## src/rtl/sgc_pkg.sv

```systemverilog
// sgc_pkg: constants, field positions and carriers for the switch global
// control register bank.
// assumes one 100 MHz switch clock shared by bus, filters and aging logic.
package sgc_pkg;
    // register indices; byte address is four times the index
    localparam logic [5:0] SGC_IDX_CTRL_A = 6'h02;
    localparam logic [5:0] SGC_IDX_CTRL_B = 6'h03;
    localparam logic [5:0] SGC_IDX_VLAN = 6'h04;
    // control a fields
    localparam int SGC_A_CONF_BACKOFF = 7;
    localparam int SGC_A_SOFT_RESET = 6;
    localparam int SGC_A_FLUSH_DYN = 5;
    localparam int SGC_A_FLUSH_STAT = 4;
    localparam int SGC_A_STRICT_CTRL = 1;
    localparam int SGC_A_LINK_AGE = 0;
    localparam logic [7:0] SGC_A_RW_MASK = 8'hf3;
    localparam logic [7:0] SGC_A_RO_ONES = 8'h0c;
    localparam logic [7:0] SGC_A_RESET = 8'h00;
    // control b fields
    localparam int SGC_B_JUMBO = 6;
    localparam int SGC_B_TX_FC_DIS = 5;
    localparam int SGC_B_RX_FC_DIS = 4;
    localparam int SGC_B_LEN_CHECK = 3;
    localparam int SGC_B_AGING = 2;
    localparam int SGC_B_FAST_AGE = 1;
    localparam int SGC_B_AGGR_BACKOFF = 0;
    localparam logic [7:0] SGC_B_RW_MASK = 8'h7f;
    localparam logic [7:0] SGC_B_RESET = 8'h04;
    // vlan and storm fields
    localparam int SGC_V_VLAN_CROSS = 7;
    localparam int SGC_V_STORM_BCAST = 6;
    localparam logic [7:0] SGC_V_RW_MASK = 8'hc0;
    localparam logic [7:0] SGC_V_RESET = 8'hc0;
    // frame classification constants
    localparam logic [15:0] SGC_PAUSE_TYPE = 16'h8808;
    localparam logic [47:0] SGC_PAUSE_DA = 48'h0180c2000001;
    localparam logic [47:0] SGC_BCAST_DA = 48'hffffffffffff;
    localparam logic [15:0] SGC_LEN_LIMIT = 16'h05dc;
    // timing
    localparam longint SGC_CLK_MHZ = 100;
    localparam longint SGC_FAST_AGE_US = 800;
    localparam longint SGC_NORMAL_AGE_S = 300;
    localparam longint SGC_FAST_AGE_CYC = SGC_FAST_AGE_US * SGC_CLK_MHZ;
    localparam longint SGC_NORMAL_AGE_CYC =
        SGC_NORMAL_AGE_S * SGC_CLK_MHZ * 64'd1000000;
    localparam int SGC_AGE_W = 36;
    localparam int SGC_NPORT = 5;
    localparam int SGC_PORT_W = 3;

    // header summary of one received frame
    typedef struct packed {
        logic [15:0] type_len;
        logic [47:0] dest;
        logic [15:0] payload_len;
        logic is_flow_ctrl;
        logic known_ucast;
        logic is_mcast;
        logic crosses_vlan;
        logic single_dest;
        logic mirrored_away;
    } sgc_frame_t;

    // one mac table entry offered for flush qualification
    typedef struct packed {
        logic is_static;
        logic unicast;
        logic [SGC_NPORT-1:0] fwd_ports;
        logic [SGC_PORT_W-1:0] port;
    } sgc_entry_t;

    typedef enum logic [1:0] {
        SGC_FL_IDLE,
        SGC_FL_DYN,
        SGC_FL_STAT
    } sgc_flush_t;
endpackage : sgc_pkg

```

## src/rtl/sgc_switch_global_control_regs.sv

```systemverilog
// sgc_switch_global_control_regs: global control byte registers on a
// wishbone classic slave, with the frame filters, flush sequencing and
// aging timer they steer.
// assumes table, mac and phy logic share clk_in; link and strap pins async.
//
// Contract
// (RQ1) control a bit 7 selects the conformance test back-off; resets zero.
// (RQ2) soft reset clears state machines and data path, keeps configuration.
// (RQ3) writing one starts dynamic table flush; bit self clears afterwards.
// (RQ4) dynamic flush removes only entries of learning disabled ports.
// (RQ5) static flush removes unicast single port entries of non-learning ports.
// (RQ6) strict mode drops pause type or pause address; else flow control.
// (RQ7) link loss with link age on gives one fast aging cycle.
// (RQ8) any port losing link ages out all learned addresses.
// (RQ9) control b bit 6 enables 2 kb jumbo frames; resets zero.
// (RQ10) bit 5 clear follows negotiation for transmit pause; set forces off.
// (RQ11) bit 4 clear follows negotiation for receive pause; set forces off.
// (RQ12) both flow control disable bits reset from one strap pin.
// (RQ13) length check drops frames with length below 1500 that mismatch.
// (RQ14) control b bit 2 enables aging; resets one.
// (RQ15) fast aging bit shortens aging period to 800 us.
// (RQ16) aggressive back-off bit selects faster half duplex back-off.
// (RQ17) vlan cross bit set lets all frames cross; clear only unicast.
// (RQ18) mirrored single destination frames under port vlan are dropped.
// (RQ19) storm exclusion bit counts only broadcast frames; resets one.
// (RQ20) flush bits read one while busy; reserved bit writes ignored.
//
// Register access over Wishbone was chosen for this implementation.
`timescale 1ns/1ps
module sgc_switch_global_control_regs #(
    parameter longint FAST_AGE_CYC = sgc_pkg::SGC_FAST_AGE_CYC,
    parameter longint NORMAL_AGE_CYC = sgc_pkg::SGC_NORMAL_AGE_CYC
) (
    input wire logic clk_in, // switch clock
    input wire logic reset_in, // synchronous, active high
    input wire logic wb_cyc_in, // wishbone cycle
    input wire logic wb_stb_in, // wishbone strobe
    input wire logic wb_we_in, // write enable
    input wire logic [7:0] wb_adr_in, // byte address
    input wire logic [3:0] wb_sel_in, // byte lanes
    input wire logic [31:0] wb_dat_in, // write data
    output logic [31:0] wb_dat_out, // read data
    output logic wb_ack_out, // acknowledge
    input wire logic strap_fc_dis_in, // async strap for flow control
    input wire logic [sgc_pkg::SGC_NPORT-1:0] link_up_in, // async links
    input wire logic an_tx_pause_in, // negotiated transmit pause
    input wire logic an_rx_pause_in, // negotiated receive pause
    input wire logic frame_valid_in, // frame header present
    input wire sgc_pkg::sgc_frame_t frame_in, // frame header
    input wire logic entry_valid_in, // table entry offered
    input wire sgc_pkg::sgc_entry_t entry_in, // table entry
    input wire logic [sgc_pkg::SGC_NPORT-1:0] learn_dis_in, // per port
    input wire logic flush_done_in, // table logic finished flush
    output logic core_reset_out, // fsm and data path reset
    output logic rx_enable_out, // reception allowed
    output logic conf_backoff_out, // conformance back-off
    output logic aggr_backoff_out, // aggressive back-off
    output logic jumbo_en_out, // 2 kb frames accepted
    output logic tx_fc_en_out, // transmit pause active
    output logic rx_fc_en_out, // receive pause active
    output logic flush_dyn_start_out, // one cycle pulse
    output logic flush_stat_start_out, // one cycle pulse
    output logic entry_remove_out, // offered entry to be removed
    output logic drop_valid_out, // drop verdict valid
    output logic drop_out, // frame discard
    output logic storm_count_out, // frame counts for storm
    output logic age_tick_out, // one aging cycle ends
    output logic age_all_out // age out all learned addresses
);
    logic [7:0] ctrl_a_r;
    logic [7:0] ctrl_b_r;
    logic [7:0] vlan_r;
    logic ack_r;
    logic [31:0] rdat_r;
    logic [1:0] strap_sync_r;
    logic [sgc_pkg::SGC_NPORT-1:0] link_s1_r;
    logic [sgc_pkg::SGC_NPORT-1:0] link_s2_r;
    logic [sgc_pkg::SGC_NPORT-1:0] link_prev_r;
    sgc_pkg::sgc_flush_t flush_r;
    logic [sgc_pkg::SGC_AGE_W-1:0] age_cnt_r;
    logic fast_once_r;
    logic wr_req;
    logic [5:0] idx;
    logic link_loss;
    logic soft_rst;
    logic age_end;
    logic [sgc_pkg::SGC_AGE_W-1:0] age_period;
    logic [7:0] wbyte;

    assign idx = wb_adr_in[7:2];
    assign wbyte = wb_dat_in[7:0];
    assign wr_req = wb_cyc_in & wb_stb_in & wb_we_in & ~ack_r & wb_sel_in[0];
    assign soft_rst = ctrl_a_r[sgc_pkg::SGC_A_SOFT_RESET];
    assign link_loss = |(link_prev_r & ~link_s2_r);

    // wishbone answer one cycle after the request, dropped the cycle after
    always_ff @(posedge clk_in) begin
        if (reset_in) begin
            ack_r <= 1'b0;
        end else begin
            ack_r <= wb_cyc_in & wb_stb_in & ~ack_r;
        end
    end

    // read mux; unmapped indices answer zero rather than stall the bus
    always_ff @(posedge clk_in) begin
        if (reset_in) begin
            rdat_r <= 32'h0000_0000;
        end else if (wb_cyc_in & wb_stb_in & ~ack_r) begin
            if (idx == sgc_pkg::SGC_IDX_CTRL_A) begin
                rdat_r <= {24'h000000, ctrl_a_r | sgc_pkg::SGC_A_RO_ONES};
            end else if (idx == sgc_pkg::SGC_IDX_CTRL_B) begin
                rdat_r <= {24'h000000, ctrl_b_r};
            end else if (idx == sgc_pkg::SGC_IDX_VLAN) begin
                rdat_r <= {24'h000000, vlan_r};
            end else begin
                rdat_r <= 32'h0000_0000;
            end
        end
    end

    // strap passes two flops; free running so it is settled at release
    always_ff @(posedge clk_in) begin
        strap_sync_r <= {strap_sync_r[0], strap_fc_dis_in};
    end

    // control a; flush bits stay one until the table logic is done
    always_ff @(posedge clk_in) begin
        if (reset_in) begin
            ctrl_a_r <= sgc_pkg::SGC_A_RESET;
        end else begin
            if (wr_req && idx == sgc_pkg::SGC_IDX_CTRL_A) begin
                ctrl_a_r <= wbyte & sgc_pkg::SGC_A_RW_MASK; // RQ20
                // a flush already running cannot be cancelled by a zero
                if (flush_r != sgc_pkg::SGC_FL_IDLE && !flush_done_in) begin
                    ctrl_a_r[sgc_pkg::SGC_A_FLUSH_DYN] <=
                        wbyte[sgc_pkg::SGC_A_FLUSH_DYN] |
                        ctrl_a_r[sgc_pkg::SGC_A_FLUSH_DYN];
                    ctrl_a_r[sgc_pkg::SGC_A_FLUSH_STAT] <=
                        wbyte[sgc_pkg::SGC_A_FLUSH_STAT] |
                        ctrl_a_r[sgc_pkg::SGC_A_FLUSH_STAT];
                end
            end else if (flush_done_in || soft_rst) begin
                // self clearing once complete or when the fsm is reset
                if (flush_r == sgc_pkg::SGC_FL_DYN || soft_rst) begin
                    ctrl_a_r[sgc_pkg::SGC_A_FLUSH_DYN] <= 1'b0; // RQ3
                end
                if (flush_r == sgc_pkg::SGC_FL_STAT || soft_rst) begin
                    ctrl_a_r[sgc_pkg::SGC_A_FLUSH_STAT] <= 1'b0; // RQ20
                end
            end
        end
    end

    // control b; flow control disables take the strap at reset
    always_ff @(posedge clk_in) begin
        if (reset_in) begin
            ctrl_b_r <= sgc_pkg::SGC_B_RESET; // RQ14
            ctrl_b_r[sgc_pkg::SGC_B_TX_FC_DIS] <= strap_sync_r[1]; // RQ12
            ctrl_b_r[sgc_pkg::SGC_B_RX_FC_DIS] <= strap_sync_r[1]; // RQ12
        end else if (wr_req && idx == sgc_pkg::SGC_IDX_CTRL_B) begin
            ctrl_b_r <= wbyte & sgc_pkg::SGC_B_RW_MASK;
        end
    end

    // vlan and storm register; only its two upper bits exist here
    always_ff @(posedge clk_in) begin
        if (reset_in) begin
            vlan_r <= sgc_pkg::SGC_V_RESET; // RQ17 RQ19
        end else if (wr_req && idx == sgc_pkg::SGC_IDX_VLAN) begin
            vlan_r <= wbyte & sgc_pkg::SGC_V_RW_MASK;
        end
    end

    // flush sequencer; dynamic wins when both bits are written together
    always_ff @(posedge clk_in) begin
        if (reset_in || soft_rst) begin
            flush_r <= sgc_pkg::SGC_FL_IDLE; // RQ2
            flush_dyn_start_out <= 1'b0;
            flush_stat_start_out <= 1'b0;
        end else begin
            flush_dyn_start_out <= 1'b0;
            flush_stat_start_out <= 1'b0;
            case (flush_r)
                sgc_pkg::SGC_FL_IDLE: begin
                    if (ctrl_a_r[sgc_pkg::SGC_A_FLUSH_DYN]) begin
                        flush_r <= sgc_pkg::SGC_FL_DYN;
                        flush_dyn_start_out <= 1'b1; // RQ3
                    end else if (ctrl_a_r[sgc_pkg::SGC_A_FLUSH_STAT]) begin
                        flush_r <= sgc_pkg::SGC_FL_STAT;
                        flush_stat_start_out <= 1'b1; // RQ5
                    end
                end
                sgc_pkg::SGC_FL_DYN, sgc_pkg::SGC_FL_STAT: begin
                    if (flush_done_in) begin
                        flush_r <= sgc_pkg::SGC_FL_IDLE;
                    end
                end
                default: begin
                    flush_r <= sgc_pkg::SGC_FL_IDLE;
                end
            endcase
        end
    end

    // entry qualification for the flush in progress
    always_ff @(posedge clk_in) begin
        if (reset_in || soft_rst) begin
            entry_remove_out <= 1'b0;
        end else if (!entry_valid_in) begin
            entry_remove_out <= 1'b0;
        end else if (flush_r == sgc_pkg::SGC_FL_DYN) begin
            entry_remove_out <= !entry_in.is_static &&
                learn_dis_in[entry_in.port]; // RQ4
        end else if (flush_r == sgc_pkg::SGC_FL_STAT) begin
            entry_remove_out <= entry_in.is_static && entry_in.unicast &&
                $onehot(entry_in.fwd_ports) &&
                |(entry_in.fwd_ports & learn_dis_in); // RQ5
        end else begin
            entry_remove_out <= 1'b0;
        end
    end

    // frame verdicts one cycle after the header
    always_ff @(posedge clk_in) begin
        if (reset_in || soft_rst) begin
            drop_valid_out <= 1'b0;
            drop_out <= 1'b0;
            storm_count_out <= 1'b0;
        end else begin
            drop_valid_out <= frame_valid_in;
            drop_out <= frame_valid_in && (
                (ctrl_a_r[sgc_pkg::SGC_A_STRICT_CTRL] ?
                    (frame_in.type_len == sgc_pkg::SGC_PAUSE_TYPE ||
                     frame_in.dest == sgc_pkg::SGC_PAUSE_DA) :
                    frame_in.is_flow_ctrl) || // RQ6
                (ctrl_b_r[sgc_pkg::SGC_B_LEN_CHECK] &&
                 frame_in.type_len < sgc_pkg::SGC_LEN_LIMIT &&
                 frame_in.type_len != frame_in.payload_len) || // RQ13
                (frame_in.crosses_vlan &&
                 !vlan_r[sgc_pkg::SGC_V_VLAN_CROSS] &&
                 (!frame_in.known_ucast ||
                  (frame_in.single_dest && frame_in.mirrored_away)))); // RQ18
            storm_count_out <= frame_valid_in &&
                (frame_in.dest == sgc_pkg::SGC_BCAST_DA ||
                 (frame_in.is_mcast &&
                  !vlan_r[sgc_pkg::SGC_V_STORM_BCAST])); // RQ19
        end
    end

    // link pins are asynchronous; loss is seen on the second stage only
    always_ff @(posedge clk_in) begin
        if (reset_in) begin
            link_s1_r <= '0;
            link_s2_r <= '0;
            link_prev_r <= '0;
        end else begin
            link_s1_r <= link_up_in;
            link_s2_r <= link_s1_r;
            link_prev_r <= link_s2_r;
        end
    end

    assign age_period = (ctrl_b_r[sgc_pkg::SGC_B_FAST_AGE] || fast_once_r) ?
        sgc_pkg::SGC_AGE_W'(FAST_AGE_CYC) :
        sgc_pkg::SGC_AGE_W'(NORMAL_AGE_CYC); // RQ15
    assign age_end = age_cnt_r >= age_period - 1'b1;

    // aging timer; a link loss restarts it on one short cycle
    always_ff @(posedge clk_in) begin
        if (reset_in || soft_rst) begin
            age_cnt_r <= '0;
            fast_once_r <= 1'b0;
            age_tick_out <= 1'b0;
        end else if (!ctrl_b_r[sgc_pkg::SGC_B_AGING]) begin
            age_cnt_r <= '0; // RQ14
            fast_once_r <= 1'b0;
            age_tick_out <= 1'b0;
        end else if (link_loss && ctrl_a_r[sgc_pkg::SGC_A_LINK_AGE]) begin
            age_cnt_r <= '0;
            fast_once_r <= 1'b1; // RQ7
            age_tick_out <= 1'b0;
        end else if (age_end) begin
            age_cnt_r <= '0;
            fast_once_r <= 1'b0; // RQ7
            age_tick_out <= 1'b1;
        end else begin
            age_cnt_r <= age_cnt_r + 1'b1;
            age_tick_out <= 1'b0;
        end
    end

    // registered outputs from configuration, plus the link loss age-out pulse
    always_ff @(posedge clk_in) begin
        if (reset_in) begin
            core_reset_out <= 1'b1;
            rx_enable_out <= 1'b0;
            conf_backoff_out <= 1'b0;
            aggr_backoff_out <= 1'b0;
            jumbo_en_out <= 1'b0;
            tx_fc_en_out <= 1'b0;
            rx_fc_en_out <= 1'b0;
            age_all_out <= 1'b0;
        end else begin
            core_reset_out <= soft_rst; // RQ2
            rx_enable_out <= !soft_rst; // RQ2
            conf_backoff_out <= ctrl_a_r[sgc_pkg::SGC_A_CONF_BACKOFF]; // RQ1
            aggr_backoff_out <= ctrl_b_r[sgc_pkg::SGC_B_AGGR_BACKOFF]; // RQ16
            jumbo_en_out <= ctrl_b_r[sgc_pkg::SGC_B_JUMBO]; // RQ9
            tx_fc_en_out <= an_tx_pause_in &&
                !ctrl_b_r[sgc_pkg::SGC_B_TX_FC_DIS]; // RQ10
            rx_fc_en_out <= an_rx_pause_in &&
                !ctrl_b_r[sgc_pkg::SGC_B_RX_FC_DIS]; // RQ11
            age_all_out <= link_loss && !soft_rst; // RQ8
        end
    end

    assign wb_ack_out = ack_r;
    assign wb_dat_out = rdat_r;

    // checks
    wb_ack_pulse_a: assert property (@(posedge clk_in) disable iff (reset_in)
        wb_ack_out |=> !wb_ack_out)
        else $error("ack held longer than one cycle");
    soft_rst_rx_a: assert property (@(posedge clk_in) disable iff (reset_in)
        soft_rst |=> !rx_enable_out && core_reset_out) // RQ2
        else $error("reception not stopped under soft reset");
    dyn_flush_start_a: assert property (@(posedge clk_in)
        disable iff (reset_in)
        wr_req && idx == sgc_pkg::SGC_IDX_CTRL_A && wbyte[5] && !soft_rst &&
        flush_r == sgc_pkg::SGC_FL_IDLE && !wbyte[6] && !ctrl_a_r[4]
        |=> ##1 flush_dyn_start_out) // RQ3
        else $error("dynamic flush not started");
    flush_busy_a: assert property (@(posedge clk_in) disable iff (reset_in)
        flush_r == sgc_pkg::SGC_FL_DYN && !flush_done_in && !soft_rst
        |-> ctrl_a_r[sgc_pkg::SGC_A_FLUSH_DYN]) // RQ20
        else $error("flush bit cleared while busy");
    strict_drop_a: assert property (@(posedge clk_in) disable iff (reset_in)
        frame_valid_in && !soft_rst && ctrl_a_r[1] &&
        frame_in.type_len == 16'h8808 |=> drop_out) // RQ6
        else $error("pause type frame not dropped");
    len_drop_a: assert property (@(posedge clk_in) disable iff (reset_in)
        frame_valid_in && !soft_rst && ctrl_b_r[3] &&
        frame_in.type_len < sgc_pkg::SGC_LEN_LIMIT &&
        frame_in.type_len != frame_in.payload_len |=> drop_out) // RQ13
        else $error("length mismatch frame not dropped");
    storm_bcast_a: assert property (@(posedge clk_in) disable iff (reset_in)
        frame_valid_in && !soft_rst && vlan_r[6] &&
        frame_in.dest != 48'hffffffffffff |=> !storm_count_out) // RQ19
        else $error("non broadcast counted for storm");
    aging_off_a: assert property (@(posedge clk_in) disable iff (reset_in)
        !ctrl_b_r[2] [*2] |=> !age_tick_out) // RQ14
        else $error("aging tick while aging disabled");
    link_age_all_a: assert property (@(posedge clk_in) disable iff (reset_in)
        $fell(link_s2_r[0]) && !soft_rst |=> age_all_out) // RQ8
        else $error("link loss did not age out addresses");
    tx_fc_a: assert property (@(posedge clk_in) disable iff (reset_in)
        ctrl_b_r[5] [*2] |=> !tx_fc_en_out) // RQ10
        else $error("transmit pause on while disabled");
    stat_qual_a: assert property (@(posedge clk_in) disable iff (reset_in)
        entry_valid_in && entry_in.is_static && !entry_in.unicast &&
        !soft_rst |=> !entry_remove_out) // RQ5
        else $error("multicast entry removed");
endmodule : sgc_switch_global_control_regs

```

## config.mk

```make
export PLATFORM = sky130hd
export DESIGN_NAME = sgc_switch_global_control_regs
export DESIGN_NICKNAME = d
export VERILOG_FILES = /design/src/rtl/sgc_pkg.sv /design/src/rtl/sgc_switch_global_control_regs.sv
export SDC_FILE = /design/constraint.sdc
export NUM_CORES = 1
export LEC_CHECK = 0
export BUFFER_PORTS_ARGS = -buffer_cell sky130_fd_sc_hd__buf_2
export CORE_ASPECT_RATIO = 0.8
export CORE_MARGIN = 1
export CORE_UTILIZATION = 50
export CTS_BUF_LIST = sky130_fd_sc_hd__clkbuf_8 sky130_fd_sc_hd__clkbuf_16
export DETAILED_ROUTE_END_ITERATION = 10
export HOLD_SLACK_MARGIN = 0.03
export PLACE_DENSITY = 0.93
export SLEW_MARGIN = 5
export SYNTH_ARGS = -nofsm -noshare
export SYNTH_HDL_FRONTEND = slang
export SYNTH_SLANG_ARGS = --single-unit
```

## constraint.sdc

```tcl
create_clock -name clk_in -period 7.7 [get_ports clk_in]
set_clock_uncertainty 0.15 [all_clocks]
set_input_delay 2.31 -clock clk_in [delete_from_list [all_inputs] [get_ports clk_in]]
set_output_delay 2.31 -clock clk_in [all_outputs]
set_load 0.05 [all_outputs]
```

# After elaboration in Yosys (flattened, before gate mapping)
# Index checks and enable logic that the tools add are counted.
[totals]
ff_bits = 119
output_inout_bits = 48
[op_classes]
addsub = 6
magnitude_cmp = 3
eq_ne = 12
n_mux = 25
bitwise_logic = 14
reduce_logical = 57
[ops]
columns = ["cell", "count"]
rows = [
  ["== test 48 x 41 -> 1 bit, second input constant", 1],
  ["== test 48 bit, second input constant", 1],
  ["adder 36 x 1 -> 36 bit, second input constant", 1],
  [">= comparator 36 bit", 1],
  ["subtractor 35 x 1 -> 36 bit, second input constant", 1],
  ["two-way mux 35 bit", 1],
  ["two-way mux 8 bit", 3],
  ["logical AND 1 bit", 20],
  ["== test 16 bit, second input constant", 1],
  ["less-than comparator 16 x 11 -> 1 bit, second input constant", 1],
  ["!= test 16 bit", 1],
  ["== test 6 x 2 -> 1 bit, second input constant", 2],
  ["two-way mux 2 bit", 6],
  ["two-way mux 6 bit", 2],
  ["nonzero test 2 bit", 6],
  ["two-way mux 1 bit", 11],
  ["bitwise AND 5 bit", 2],
  ["logical OR 1 bit", 10],
  ["OR reduction 5 bit", 2],
  ["zero test 1 bit", 8],
  ["OR reduction 2 bit", 4],
  ["== test 6 x 3 -> 1 bit, second input constant", 1],
  ["AND reduction 2 bit", 3],
  ["OR reduction 3 bit", 2],
  ["17 further kinds", 26],
]

# Depth between registers and ports, before layout
[depth]
word_depth = 8
depth_mapped = 10

# Least setup slack after synthesis
# Ideal clock, no wire load.
[synth_timing]
path_kind = "input to register"
start = "in entry_in[3] (netlist name)"
end = "reg entry_remove_out"
setup_time_ps = 64
t_arrival_ps = 4073
required_ps = 7486
setup_slack_ps = 3413
stages = 10
cell_sequence = "fa_1 inv_1 fa_1 inv_1 ha_1 nor4_1 nand4_1 a21oi_1 a31oi_1 nor2_1"
[synth_between]
elab_chain_cells = 8
[synth_rtl]
columns = ["item", "line", "source"]
rows = [
  ["from (decl)", "sgc_switch_global_control_regs.sv:51", "input wire sgc_pkg::sgc_entry_t entry_in,"],
  ["adder 1 x 1 -> 2 bit (implied by the code)", "sgc_switch_global_control_regs.sv:217", "$onehot(entry_in.fwd_ports) &&"],
  ["adder 2 x 2 -> 3 bit (implied by the code)", "sgc_switch_global_control_regs.sv:217", ""],
  ["adder 3 x 1 -> 3 bit (implied by the code)", "sgc_switch_global_control_regs.sv:217", ""],
  ["== test 3 x 1 -> 1 bit", "sgc_switch_global_control_regs.sv:217", ""],
  ["logical AND 1 bit", "sgc_switch_global_control_regs.sv:216", "entry_remove_out <= entry_in.is_static && entry_in.unicast &&"],
  ["logical AND 1 bit (*)", "sgc_switch_global_control_regs.sv:217", ""],
  ["two-way mux 1 bit (*)", "sgc_switch_global_control_regs.sv:215", "end else if (flush_r == sgc_pkg::SGC_FL_STAT) begin"],
  ["two-way mux 1 bit (*)", "sgc_switch_global_control_regs.sv:212", "end else if (flush_r == sgc_pkg::SGC_FL_DYN) begin"],
  ["to (signal assigned)", "sgc_switch_global_control_regs.sv:213", "entry_remove_out <= !entry_in.is_static &&"],
  ["to (signal assigned)", "sgc_switch_global_control_regs.sv:216", ""],
  ["to (decl)", "sgc_switch_global_control_regs.sv:63", "output logic entry_remove_out,"],
]
# Mark *: on every way between the ends. The rest lies on a longest branch, timed or not.
# A chain may end at the register's enable or synchronous reset.

==> results.cfg <==
[synth]
yosys-top-cells-count = 93 x sky130_fd_sc_hd__dfxtp_1, 60 x sky130_fd_sc_hd__nor2_1, 39 x sky130_fd_sc_hd__nand2_1, 39 x sky130_fd_sc_hd__xor2_1, 28 x sky130_fd_sc_hd__nand3_1
synthFlopType = sky130_fd_sc_hd__dfxtp_1
cells_taking_the_most_area_after_synthesis = sky130_fd_sc_hd__dfxtp_1 38%, sky130_fd_sc_hd__xor2_1 7.0%, sky130_fd_sc_hd__nor2_1 4.6%
synth-seq-area-share_pct = 39.1
synth-warning-count = 0
syn-instance-count = 560
synthDominantAreaCellType = sky130_fd_sc_hd__dfxtp_1
cell_with_the_most_instances_after_synthesis = sky130_fd_sc_hd__dfxtp_1
yosys.cell_types.count = 61
synth.avg_cell_area_um2 = 8.77
yosys.area_share.xor_xnor_pct = 8.56
synth_mux_area_share_pct = 2.62
synth.ff_latch_count = 95
post_synth_edffs = 2
asyncSetResetFlopFracSynth_pct = 0
synth_area_um2 = 4910
yosysTopAreaCellShare_pct = 37.9
synth_compound_gate_area_share_pct = 9.48
synth_top_family_by_area = simple AND/OR/NAND/NOR gates
synth_adder_area_share_pct = 4.13
synth_simple_gate_area_share_pct = 29.2

[pwr]
cell_internal_pwr_w = 0.000803
power.ir.vdd_worst_mv = 0.116
seqPwrFrac_pct = 46.3
power.density_nw_per_um2 = 182
combinational_cell_fraction_of_total_power_pct = 11.6
p_leak_nw = 2.52
netSwitchingFraction_pct = 26.2
power.net_switching_w = 0.000286
power.share.clock_pct = 42.1

[layout]
multiInputGateArea_um2 = 2750
num-fill-cells = 728
final_layout_size_suffix_gt1_share_pct = 26.3
areaGrowthSynthToFinish_pct = 21.5
register_area_um2 = 1920
diodes = 0
final_cell_area_um2 = 5970
finalCoreUtilization_pct = 64.1
final_net_count = 885

[critical_path]
type_of_element_capturing_the_critical_path = flop
rr_startpoint = ctrl_b_r[1]
capturing_point_of_the_worst_reg2reg_path = age_cnt_r[34]
cpLargestDelayFamily = simple AND/OR/NAND/NOR gates
required_arrival_time_at_the_worst_endpoint_ps = 7770
critical_path.max_stage_delay_ps = 550
cell_with_the_biggest_individual_delay_on_the_critical_path = sky130_fd_sc_hd__nor3b_2
ff2ff_setup_slack_ps = 4330
r2r.worst_path.cells = 9
worstSetupStartpointType = primary input
worstPathArrival_ps = 4330
worstSetupPathType = in2reg
crit_fanout = 8
cp_cell_sequence = buf_2 -> or3_1 -> nor3b_2 -> and3_1 -> nor2b_1 -> a22o_1
cp_num_buf_inv = 1

[timing]
timing.final.hold_violations = 0
final_period_demand_of_the_worst_path_ps = 4260
timing.final.setup_violations = 0
finalMaxSlewViolations = 0
fmax_ghz = 0.235
worstMarginPinSlew_ps = 912
final.period_utilization_pct = 55.4
slew_headroom_pct = 38.9
fin_tns_setup_ps = 0
fin_hold_ws_ps = 179
rsz_0062_raised_after_global_routing = no

[run]
max_cap_viol_count = 0

[clock_network]
tritoncts = yes
cts_root_buffer = sky130_fd_sc_hd__clkbuf_16
postCtsResizedCells = 0
cts_made_buffers = 9
total_clock_sinks = 95
setup_fix_buffers_added_after_clock_tree_synthesis = 0
worstSkewPairLatency_ps = 350
ctsHoldBuffers = 0
ctsHtreeMaxLevel = 3
cts.clk_slew.worst_paths_ps = 70
clockBufferDepth = 2

[global_routing]
grt_max_degree = 48
grt_use_total_pct = 25.3
initial_antenna_violation_count = 0
grt_remaining_overflow = 0
first_global_vias = 4403
wire_length_of_the_first_global_routing_pass_um = 20600

[place]
placed_area_um2 = 5650
finalWeightedCongestion = 0.938
port_buffers = 155
dpl.hpwl_um = 9570

[routing]
drt-wirelength-per-cell_um = 15.6
drt_first_pass_iters = 5
ant_nets = 0
routed_wl_um = 12900
drc_errors = 0
via_cell_ratio = 5.68
first_iter_violations = 392
detailroute.via_count = 4711

[outcome]
run_status = finished, final reports clean

[floorplanning]
die_width_um = 113
core_region_area_um2 = 9310
die-area_um2 = 10200
io_pins = 209
placement_rows = 31
die_height_um = 90.7
initial_core_util_pct = 52.8

[hold_path]
min_from = strap_sync_r[0]
hold-path-endpoint = strap_sync_r[1]
hold_wc_path_type = reg2reg
cell_depth_of_the_worst_hold_path = 0
## cell type report
cell class | instances | share of cell area [%]
clock buffer | 9 | 3.77
clock inverter | 7 | 1.49
inverter | 17 | 1.07
multi-input combinational | 431 | 46.0
sequential | 95 | 32.2
tap | 115 | 2.41
timing repair buffer | 155 | 13.0
## flip-flops by register name (all words and copies together) (netlist names), 5 cells and up
name	count
link_s2_r	5
age_cnt_r	36
wb_dat_out	8
link_prev_r	5
ctrl_b_r	7
link_s1_r	5
ctrl_a_r	6
## metrics by stage
stage	worst slack, ps	total power (W)	std cells
floorplan	3410	0.000597	584
global placement	3150	0.000635	813
detailed placement	3070	0.000639	813
CTS	3440	0.00109	829
global route	3220	0.00112	829
finish	3440	0.00109	829
## worst max path at each step
stage	from	cells after the start	slack [ps]	to
after floorplan	entry_in[3]	10	3410	entry_remove_out
after global placement	wb_adr_in[7]	6	3150	ctrl_a_r[4]
after detailed placement	wb_adr_in[7]	6	3070	ctrl_a_r[5]
after global routing	wb_adr_in[7]	6	3220	ctrl_a_r[4]
final	wb_adr_in[7]	6	3440	ctrl_b_r[5]
after CTS	wb_adr_in[7]	6	3440	ctrl_a_r[5]
## cell families (layout without fill, tap and decap cells)
logic type	after synthesis	in the layout
adder cells (fa/ha/maj)	15	15
other	1	25
flip-flops	95	95
XOR/XNOR	48	48
buffers and inverters	58	188
AO/OA/AOI/OAI	64	64
multiplexers	11	11
AND/OR/NAND/NOR	268	268
## per-layer routing
layer  vias to the layer above  wire length [µm]  global-route usage (%)  part of all wire (%)
met1                      2197              5250                    30.5                    41
met2                       224              6360                    43.0                    49
met3                        38               958                    5.77                   7.4
met4                         0               327                    11.4                   2.5
met5                         -                 0                       0                     0
li1                       2252                 -                       -                     -
## worst reg2reg max path: cells and delay by family (launching register included)
kind	cells	cell delay, ps
flops	1	390
buf+inv	1	220
compound gates	2	920
fa+ha+maj	1	330
simple gates	5	1190
## power groups by stage
stage                     clock network, W  registers [W]   logic, W
after floorplan                          0       0.000526  0.0000710
after global placement                   0       0.000515   0.000120
after detailed placement                 0       0.000516   0.000124
after CTS                         0.000465       0.000504   0.000124
after global routing              0.000485       0.000505   0.000135
final                             0.000458       0.000504   0.000126
## cells in the final DEF, fill, tap and decap left out, types with 8 or more instances in the layout
cell	count
sky130_fd_sc_hd__conb_1	25
sky130_fd_sc_hd__nor3_1	15
sky130_fd_sc_hd__ha_1	13
sky130_fd_sc_hd__a31oi_1	8
sky130_fd_sc_hd__nand2_1	39
sky130_fd_sc_hd__xnor2_1	9
sky130_fd_sc_hd__and3_1	14
sky130_fd_sc_hd__nand3_1	28
sky130_fd_sc_hd__xor2_1	39
sky130_fd_sc_hd__nor4_1	22
sky130_fd_sc_hd__inv_1	16
sky130_fd_sc_hd__nor2b_1	27
sky130_fd_sc_hd__buf_2	155
sky130_fd_sc_hd__clkbuf_16	9
sky130_fd_sc_hd__nand4_1	24
sky130_fd_sc_hd__dfxtp_1	93
sky130_fd_sc_hd__nor2_1	60
sky130_fd_sc_hd__a21oi_1	17
sky130_fd_sc_hd__o21ai_0	8
(Power assumes the default switching activity.)
